File: src/host_port_params.svh
// How it works
// - Address bits three to zero pick one of sixteen registers of a channel.
// - Address bits six to four pick one of eight channels.
// - Address bit seven steers the access to the global registers.
// - The eight-bit data bus is driven only in reads and sampled in writes.
// - Mode high: a falling read strobe fetches the byte and drives it out.
// - Mode high: write strobe falling starts a write, rising loads the byte.
// - Mode low: the write strobe pin is direction, high read, low write.
// - Mode high: chip select low enables, strobes are ignored otherwise.
// - Mode low: chip select low is the access strobe for read or write.
// - One open-drain active-low interrupt line only pulls low or releases.
// - A global register shows pending interrupts of the channels enabled in the mask register.
// - One write can configure every channel at once.
`ifndef HOST_PORT_PARAMS_SVH
`define HOST_PORT_PARAMS_SVH

`define REG_IDX_LSB 0
`define REG_IDX_MSB 3
`define CHAN_LSB 4
`define CHAN_MSB 6
`define GLOBAL_BIT 7

`define GLB_INT_SRC 8'h80
`define GLB_INT_MASK 8'h81
`define GLB_BCAST 8'h82

`define INT_MASK_RST 8'hFF
`define BCAST_RST 8'h00
`define BCAST_EN_BIT 0

`endif

File: src/host_port_pkg.sv
package host_port_pkg;

    typedef enum logic [1:0] {
        ST_IDLE = 2'b00,
        ST_RD_FETCH = 2'b01,
        ST_RD_DRIVE = 2'b10,
        ST_WR_WAIT = 2'b11
    } bus_state_t;

endpackage

File: src/octal_host_port.sv
`timescale 1ns/1ns
`default_nettype none
`include "host_port_params.svh"

module octal_host_port #(
    parameter int CHANNELS = 8,
    parameter int REGS = 16
) (
    input wire logic clk_i,
    input wire logic rst_i,
    input wire logic ce_i,
    input wire logic bus_mode_i,
    input wire logic [7:0] addr_i,
    input wire logic [7:0] data_i,
    output logic [7:0] data_o,
    output logic data_oe_o,
    input wire logic cs_n_i,
    input wire logic read_strobe_n_i,
    input wire logic write_strobe_n_i,
    input wire logic [CHANNELS-1:0] chan_irq_i,
    output logic irq_n_o,
    output logic irq_n_oe_o,
    output logic wr_valid_o,
    output logic [CHANNELS-1:0] wr_chan_mask_o,
    output logic [3:0] wr_reg_o,
    output logic [7:0] wr_data_o
);

    // ****************************************
    // Elaboration check.
    // ****************************************
    if (CHANNELS != 8 || REGS != 16) begin : g_bad_size
        $error("The address map serves exactly eight channels of sixteen registers.");
    end

    // ****************************************
    // Strobe decoding.
    // ****************************************
    function automatic logic rd_level(input logic mode, input logic cs_n,
                                      input logic rd_n, input logic wr_n);
        if (mode) begin
            rd_level = !cs_n && !rd_n;
        end else begin
            rd_level = !cs_n && wr_n;
        end
    endfunction

    function automatic logic wr_level(input logic mode, input logic cs_n,
                                      input logic wr_n);
        if (mode) begin
            wr_level = !cs_n && !wr_n;
        end else begin
            wr_level = !cs_n && !wr_n;
        end
    endfunction

    logic rd_lvl;
    logic wr_lvl;
    logic rd_lvl_q;
    logic wr_lvl_q;
    logic rd_start;
    logic wr_start;

    always_comb begin
        rd_lvl = rd_level(bus_mode_i, cs_n_i, read_strobe_n_i, write_strobe_n_i);
        wr_lvl = wr_level(bus_mode_i, cs_n_i, write_strobe_n_i);
        rd_start = rd_lvl && !rd_lvl_q;
        wr_start = wr_lvl && !wr_lvl_q;
    end

    always_ff @(posedge clk_i) begin
        if (rst_i) begin
            rd_lvl_q <= 1'b0;
            wr_lvl_q <= 1'b0;
        end else if (ce_i) begin
            rd_lvl_q <= rd_lvl;
            wr_lvl_q <= wr_lvl;
        end
    end

    // ****************************************
    // Bus sequencer.
    // ****************************************
    host_port_pkg::bus_state_t state_q;
    host_port_pkg::bus_state_t state_d;
    logic [7:0] addr_q;
    logic [7:0] addr_d;
    logic [7:0] data_q;
    logic [7:0] data_d;
    logic wr_commit;
    logic [7:0] mem_rdata;
    logic [7:0] glb_rdata;
    logic [7:0] int_mask_q;
    logic [7:0] bcast_q;
    logic [7:0] int_src;

    always_comb begin
        int_src = chan_irq_i & int_mask_q;
        case (addr_q)
            `GLB_INT_SRC: glb_rdata = int_src;
            `GLB_INT_MASK: glb_rdata = int_mask_q;
            `GLB_BCAST: glb_rdata = bcast_q;
            default: glb_rdata = 8'h00;
        endcase
    end

    always_comb begin
        state_d = state_q;
        addr_d = addr_q;
        data_d = data_q;
        wr_commit = 1'b0;
        case (state_q)
            host_port_pkg::ST_IDLE: begin
                if (rd_start) begin
                    addr_d = addr_i;
                    state_d = host_port_pkg::ST_RD_FETCH;
                end else if (wr_start) begin
                    state_d = host_port_pkg::ST_WR_WAIT;
                end
            end
            host_port_pkg::ST_RD_FETCH: begin
                if (addr_q[`GLOBAL_BIT]) begin
                    data_d = glb_rdata;
                end else begin
                    data_d = mem_rdata;
                end
                state_d = rd_lvl ? host_port_pkg::ST_RD_DRIVE : host_port_pkg::ST_IDLE;
            end
            host_port_pkg::ST_RD_DRIVE: begin
                if (!rd_lvl) begin
                    state_d = host_port_pkg::ST_IDLE;
                end
            end
            host_port_pkg::ST_WR_WAIT: begin
                if (!wr_lvl) begin
                    wr_commit = 1'b1;
                    state_d = host_port_pkg::ST_IDLE;
                end
            end
            default: begin
                state_d = host_port_pkg::ST_IDLE;
            end
        endcase
    end

    always_ff @(posedge clk_i) begin
        if (rst_i) begin
            state_q <= host_port_pkg::ST_IDLE;
            addr_q <= 8'h00;
            data_q <= 8'h00;
        end else if (ce_i) begin
            state_q <= state_d;
            addr_q <= addr_d;
            data_q <= data_d;
        end
    end

    always_comb begin
        data_o = data_q;
        data_oe_o = (state_q == host_port_pkg::ST_RD_DRIVE) && rd_lvl;
    end

    // ****************************************
    // Write decode and global registers.
    // ****************************************
    logic [CHANNELS-1:0] chan_wr_en;
    logic [7:0] int_mask_d;
    logic [7:0] bcast_d;
    logic wr_valid_d;
    logic [CHANNELS-1:0] wr_chan_mask_d;
    logic [3:0] wr_reg_d;
    logic [7:0] wr_data_d;
    logic irq_oe_d;
    logic irq_oe_q;

    always_comb begin
        int_mask_d = int_mask_q;
        bcast_d = bcast_q;
        chan_wr_en = '0;
        if (wr_commit && addr_i[`GLOBAL_BIT]) begin
            if (addr_i == `GLB_INT_MASK) begin
                int_mask_d = data_i;
            end
            if (addr_i == `GLB_BCAST) begin
                bcast_d = data_i;
            end
        end else if (wr_commit) begin
            if (bcast_q[`BCAST_EN_BIT]) begin
                chan_wr_en = '1;
            end else begin
                chan_wr_en[addr_i[`CHAN_MSB:`CHAN_LSB]] = 1'b1;
            end
        end
        wr_valid_d = |chan_wr_en;
        wr_chan_mask_d = chan_wr_en;
        wr_reg_d = addr_i[`REG_IDX_MSB:`REG_IDX_LSB];
        wr_data_d = data_i;
        irq_oe_d = |int_src;
    end

    always_ff @(posedge clk_i) begin
        if (rst_i) begin
            int_mask_q <= `INT_MASK_RST;
            bcast_q <= `BCAST_RST;
            wr_valid_o <= 1'b0;
            wr_chan_mask_o <= '0;
            wr_reg_o <= 4'h0;
            wr_data_o <= 8'h00;
            irq_oe_q <= 1'b0;
        end else if (ce_i) begin
            int_mask_q <= int_mask_d;
            bcast_q <= bcast_d;
            wr_valid_o <= wr_valid_d;
            wr_chan_mask_o <= wr_chan_mask_d;
            wr_reg_o <= wr_reg_d;
            wr_data_o <= wr_data_d;
            irq_oe_q <= irq_oe_d;
        end
    end

    always_comb begin
        irq_n_o = 1'b0;
        irq_n_oe_o = irq_oe_q;
    end

    // ****************************************
    // Channel register storage.
    // ****************************************
    chan_reg_bank #(
        .CHANNELS(CHANNELS),
        .REGS(REGS),
        .W(8)
    ) u_bank (
        .clk_i(clk_i),
        .rst_i(rst_i),
        .ce_i(ce_i),
        .wr_en_i(chan_wr_en),
        .wr_idx_i(addr_i[`REG_IDX_MSB:`REG_IDX_LSB]),
        .wr_data_i(data_i),
        .rd_chan_i(addr_i[`CHAN_MSB:`CHAN_LSB]),
        .rd_idx_i(addr_i[`REG_IDX_MSB:`REG_IDX_LSB]),
        .rd_data_o(mem_rdata)
    );

endmodule

`default_nettype wire

File: src/chan_reg_bank.sv
`timescale 1ns/1ns
`default_nettype none

module chan_reg_bank #(
    parameter int CHANNELS = 8,
    parameter int REGS = 16,
    parameter int W = 8
) (
    input wire logic clk_i,
    input wire logic rst_i,
    input wire logic ce_i,
    input wire logic [CHANNELS-1:0] wr_en_i,
    input wire logic [$clog2(REGS)-1:0] wr_idx_i,
    input wire logic [W-1:0] wr_data_i,
    input wire logic [$clog2(CHANNELS)-1:0] rd_chan_i,
    input wire logic [$clog2(REGS)-1:0] rd_idx_i,
    output logic [W-1:0] rd_data_o
);

    // ****************************************
    // Elaboration check.
    // ****************************************
    if (CHANNELS < 2 || REGS < 2) begin : g_bad_size
        $error("The bank needs at least two channels of at least two registers.");
    end

    // ****************************************
    // Storage, one bank per channel.
    // ****************************************
    logic [W-1:0] word [CHANNELS];
    logic [W-1:0] rd_data_d;

    for (genvar c = 0; c < CHANNELS; c++) begin : g_chan
        logic [W-1:0] mem_q [REGS];
        always_ff @(posedge clk_i) begin
            if (ce_i && wr_en_i[c]) begin
                mem_q[wr_idx_i] <= wr_data_i;
            end
        end
        assign word[c] = mem_q[rd_idx_i];
    end

    // ****************************************
    // Registered read port.
    // ****************************************
    always_comb begin
        rd_data_d = word[rd_chan_i];
    end

    always_ff @(posedge clk_i) begin
        if (rst_i) begin
            rd_data_o <= '0;
        end else if (ce_i) begin
            rd_data_o <= rd_data_d;
        end
    end

endmodule

`default_nettype wire

File: config.mk
export PLATFORM = sky130hd
export DESIGN_NAME = octal_host_port
export DESIGN_NICKNAME = d
export VERILOG_FILES = /design/src/host_port_pkg.sv /design/src/octal_host_port.sv /design/src/chan_reg_bank.sv
export VERILOG_INCLUDE_DIRS = /design/src
export SDC_FILE = /design/constraint.sdc
export NUM_CORES = 1
export LEC_CHECK = 0
export BUFFER_PORTS_ARGS = -buffer_cell sky130_fd_sc_hd__buf_2
export CAP_MARGIN = 20
export CORE_MARGIN = 2
export CORE_UTILIZATION = 50
export DETAILED_ROUTE_END_ITERATION = 16
export PLACE_DENSITY = 0.66
export REMOVE_ABC_BUFFERS = 1
export SLEW_MARGIN = 25
export SYNTH_ARGS = -nofsm -noshare
export SYNTH_HDL_FRONTEND = slang
export SYNTH_SLANG_ARGS = --single-unit
File: constraint.sdc
create_clock -name clk_i -period 3.58 [get_ports clk_i]
set_input_delay 0.358 -clock clk_i [delete_from_list [all_inputs] [get_ports clk_i]]
set_output_delay 0.358 -clock clk_i [all_outputs]
set_load 0.005 [all_outputs]
* After elaboration in Yosys (flattened, before gate mapping)
Memories as Yosys holds them, arrays and structs flattened. Index checks and enable logic that the tools add are counted.
Word-level totals: flip-flop bits (word level) 66, memory bits (writable) 1024, input port bits 31, output and inout bits 32, memories 8
Memory list:
- u_bank.g_chan[0].mem_q | words 16, width 8, read ports 1, clocked after memory_dff 0, write ports 1, line chan_reg_bank.sv:34 | logic [W-1:0] mem_q [REGS];
- u_bank.g_chan[1].mem_q | words 16, width 8, read ports 1, clocked after memory_dff 0, write ports 1, line chan_reg_bank.sv:34
- u_bank.g_chan[2].mem_q | words 16, width 8, read ports 1, clocked after memory_dff 0, write ports 1, line chan_reg_bank.sv:34
- u_bank.g_chan[3].mem_q | words 16, width 8, read ports 1, clocked after memory_dff 0, write ports 1, line chan_reg_bank.sv:34
- u_bank.g_chan[4].mem_q | words 16, width 8, read ports 1, clocked after memory_dff 0, write ports 1, line chan_reg_bank.sv:34
- u_bank.g_chan[5].mem_q | words 16, width 8, read ports 1, clocked after memory_dff 0, write ports 1, line chan_reg_bank.sv:34
- 2 more memories
Operators by class: order comparisons 3, eq/ne operators 11, multiplexer cells 35, bitwise gates (word level) 2, reduce and logical (&&, ||, !) cells 29
Operators with widths (number):
- $mux W8 | 6
- $eq A8 B8 Y1 const B | 5
- $bmux W8 S3 | 1
- $pmux W8 S3 | 1
- $mux W1 | 20
- $logic_and A1 B1 Y1 | 16
- $reduce_or A8 Y1 | 2
- $mux W2 | 5
- $reduce_and A3 Y1 | 3
- $and A8 B8 Y8 | 1
- $pmux W2 S4 | 1
- $logic_not A1 Y1 | 5
- $eq A2 B2 Y1 const B | 2
- $ge A4 B4 Y1 const B | 1
- $lt A3 B4 Y1 const B | 1
- $ne A2 B2 Y1 const B | 2
- $not A3 Y4 | 1
- $reduce_and A4 Y1 | 1
- $demux W1 S3 | 1
- $ge A3 B1 Y1 const B | 1
- $ne A3 B3 Y1 const B | 1
- $eq A2 B1 Y1 const B | 1
- $logic_not A2 Y1 | 1
- $reduce_and A2 Y1 | 1

* Logic depth before layout (Yosys ltp)
depth after elaboration 10, depth in mapped cells 10, mapped depth without buffers 6

* Hierarchy
A second synthesis with hierarchy kept.
Second synthesis, totals: cell total of the unflattened synthesis 2159, area total of the unflattened synthesis 42857.4 um^2
By module, submodules not included:
- chan_reg_bank | times used 1, cells each 1866, area each 40171.0 um^2, seq. area each 30909.6 um^2
- octal_host_port | times used 1, cells each 293, area each 2686.3 um^2, seq. area each 1161.1 um^2

* Least setup slack after synthesis
Ideal clock, no wire load.
path type input-to-reg, start point input port addr_i[1], end point memory u_bank.g_chan[0].mem_q[11][0] (enable), library setup time 0.370 ns, arrival time 2.085 ns, required time 3.210 ns, slack 1.125 ns, stages on the path 7, path buffers 4, path through buf_4 buf_4 buf_2 buf_2 nor2b_1 nand3_1 nor2_1
RTL lines:
- start, declared | line octal_host_port.sv:13 | input wire logic [7:0] addr_i,
- end, declared | line chan_reg_bank.sv:34
Straight into the memory's write port.

* Worst setup path after layout
start point input port addr_i[0], end point register u_bank.rd_data_o[0]
On the way: cells in the longest elaborated chain, start to end 4, elaborated cells between the ends (all ways) 11
Ends and longest elaborated chain:
- $mem_v2 Z16 W8
- $bmux W8 S3 (*) | line chan_reg_bank.sv:47 | rd_data_d = word[rd_chan_i];
- $mux W8 (not written as such) (*) (2 in series) | line chan_reg_bank.sv:47
- end signal, assigned | line chan_reg_bank.sv:54 | rd_data_o <= rd_data_d;
- end, declared | line chan_reg_bank.sv:17 | output logic [W-1:0] rd_data_o
Every way passes the cells marked *; elsewhere a longest branch is shown, timed or not. The select of a mux whose other input is x is not followed. A chain may end at the register's enable or synchronous reset.

==> impl_metrics.json <==
{
  "final_cell_mix": "edfxtp_1 (1,024), mux4_2 (208), buf_4 (207)",
  "synth_area_leader_cell": "edfxtp_1",
  "synth.area.top_cells": "edfxtp_1 (72%), mux4_2 (11%), dfxtp_1 (3.1%)",
  "hp-class": "input pin to flip-flop",
  "tns_ps": 0,
  "cts_setup_buffers": 0,
  "critPathLaunchType": "input pin",
  "start_util": 0.507,
  "critPathKind": "input pin to flip-flop",
  "grt_setup_unrepaired": "no",
  "dieHeight_um": 295,
  "synth_seq_cells": 1090,
  "synth-edff-count": 1024,
  "grt_pass1_wl_mm": 156,
  "io_pins": 63,
  "grt_pass1_vias": 22500,
  "cp-end-kind": "flip-flop",
  "via_count": 22600,
  "powerDensity_nw_per_um2": 544,
  "cts_tree": "built",
  "fmax_mhz": 354,
  "die_w_um": 295,
  "p_leak_nw": 16.0,
  "hold_buffers": 0,
  "async_flop_share": 0,
  "yosysWarnings": 0,
  "clk_pin_slew_ps": 60,
  "cts.sinks": 1090,
  "core_sq_um": 83800,
  "netlist_area_sq_um": 42500,
  "drtIter0Drc": 2818,
  "max-clock-path-buffers": 3,
  "detail-route-antenna-nets": 0,
  "area_growth_syn_to_layout_pct": 15.0,
  "die_area_sq_um": 87300,
  "drt-pass1-iter-count": 6,
  "clock_skew_ps": 30.2,
  "whs_ps": 39.7,
  "path_max_fanout": 30,
  "maxCapViolations": 0,
  "crit_required_ps": 4110,
  "drive_above_1_share": 0.264,
  "crit_path_top_delay_cell": "a2111oi_0",
  "setup_viol": 0,
  "slowest_delay_ps": 910,
  "cts_resized": 0,
  "worstPathCellList": "buf_8, buf_4, mux4_2, a22oi_1, a21oi_1, a2111oi_0, buf_4, a221oi_1",
  "drcViolationCount": 0,
  "crit_path_frequent_cell": "buf_4",
  "final_common_cell": "edfxtp_1",
  "hpwl_mm": 69.0,
  "core.rowCount": 106,
  "synthCells": 2124,
  "synth_top_area_frac": 0.724,
  "wl_per_cell_um": 29.7,
  "hold_viol": 0,
  "ir_drop_v": 0.000460,
  "status": "complete, no violations",
  "grt_overflow": 0,
  "synth_cell_type_count": 64,
  "relSlewSlack": 0.308,
  "finalCritPeriodShare": 0.789,
  "syn_area_per_cell_sq_um": 20.0,
  "cts_max_level": 3,
  "final_net_count": 2419,
  "slew_violations": 0,
  "finalPower_w": 0.0266,
  "insertion_delay_ps": 680,
  "crit_arrival_ps": 3360,
  "synth_seq_area_share": 0.755,
  "root_buffer": "clkbuf_16",
  "synthFlopType": "edfxtp_1",
  "postLayoutCoreUtil": 0.583,
  "tightest_slew_ps": 1010,
  "grt.total_usage": 0.249,
  "grt_max_degree": 132,
  "antenna_found_initial": 5,
  "port-buffer-count": 61,
  "routed_wl_mm": 107,
  "place_congestion": 0.964,
  "post-route-min-period_ps": 2830,
  "cts_made_buffers": 107,
  "vias_per_cell": 6.26
}
[layer usage]
layer	up-vias	track usage	wire length (um)
met5	-	0	13
met4	2	0.0988	4500
met3	267	0.0450	9890
met2	1210	0.377	49000
met1	11800	0.364	43900
li1	9323	-	-
[where the power goes]
part | internal (W) | total, W | switching [W]
Clock | 0.00652 | 0.0112 | 0.00473
Combinational | 0.000492 | 0.00135 | 0.000856
Sequential | 0.0140 | 0.0140 | 0.0000253
[critical path, delay by kind of cell]
family                 cells  cell delay [ps]
AOI/OAI and AO/OA          4             1320
buffers and inverters      3             1050
muxes                      1              580
[state kept, by name (all words and copies together), names as in the netlist]
| signal | count |
|---|---|
| addr_q | 8 |
| u_bank.rd_data_o | 8 |
| rd_lvl_q | 1 |
| wr_chan_mask_o | 8 |
| int_mask_q | 8 |
| wr_data_o | 8 |
| irq_n_oe_o | 1 |
| u_bank.g_chan.mem_q | 1024 |
| wr_reg_o | 4 |
| data_o | 8 |
| wr_lvl_q | 1 |
| bcast_q | 8 |
| state_q | 2 |
| wr_valid_o | 1 |
[area by class of cell]
cell class	instances	area, sq um
diodes	2	5.00
clock buffers	131	2810
clock inverters	68	702
fillers	6096	35000
inverters	21	78.8
multi-input cells	890	9560
flip-flops and latches	1090	32100
well taps	1134	1420
repair buffers	278	2210
[cells by family (layout without fill, tap and decap cells)]
family	count (synthesis)	in the layout	share of synthesized area
flip-flops	1090	1090	0.755
AND/OR/NAND/NOR	322	322	0.0327
multiplexers	318	318	0.150
AO/OA/AOI/OAI	249	249	0.0418
buffers and inverters	144	498	0.0204
other	1	3	0.0000883
[synth_stat cells, types with 3 or more instances]
cell / number
mux2i_1: 69
dfxtp_1: 66
nor3b_1: 4
nor3_1: 14
nor2b_1: 8
nand2_1: 38
nand3b_1: 4
a211o_1: 10
o21ai_0: 13
clkbuf_1: 53
nand4_1: 5
and2_1: 4
buf_6: 7
o2111ai_1: 5
buf_2: 28
buf_4: 14
nand2b_1: 6
buf_12: 10
o22ai_1: 3
nor2_1: 204
a22oi_1: 83
nand3_1: 22
nor4_1: 4
edfxtp_1: 1024
mux2_2: 6
a211oi_1: 9
a22o_1: 10
a21o_1: 9
a31oi_1: 7
o21ai_1: 8
a221oi_1: 23
mux4_1: 35
o311ai_0: 3
inv_1: 19
mux4_2: 208
a21oi_1: 48
buf_1: 9
[through the flow]
step | setup slack, ps | std cells | area [sq um]
final | 755 | 3614 | 48800
after global routing | 665 | 3613 | 48800
after CTS | 780 | 3612 | 48800
after detailed placement | 77.1 | 3413 | 45300
after global placement | 169 | 3413 | 45300
after floorplan | 793 | 2001 | 41700
[final timing paths]
check                                             startpoint  cells past startpoint                  end  slack, ps
worst max-delay path                               addr_i[0]                      8  u_bank.rd_data_o[0]        750
worst min-delay path                               addr_i[7]                      3            addr_q[7]         40
worst max register to register  u_bank.g_chan[4].mem_q[4][0]                      6  u_bank.rd_data_o[0]        830
worst min register to register             wr_chan_mask_o[7]                      2    wr_chan_mask_o[7]        470
No activity file was read; power rests on OpenSTA's default activity.
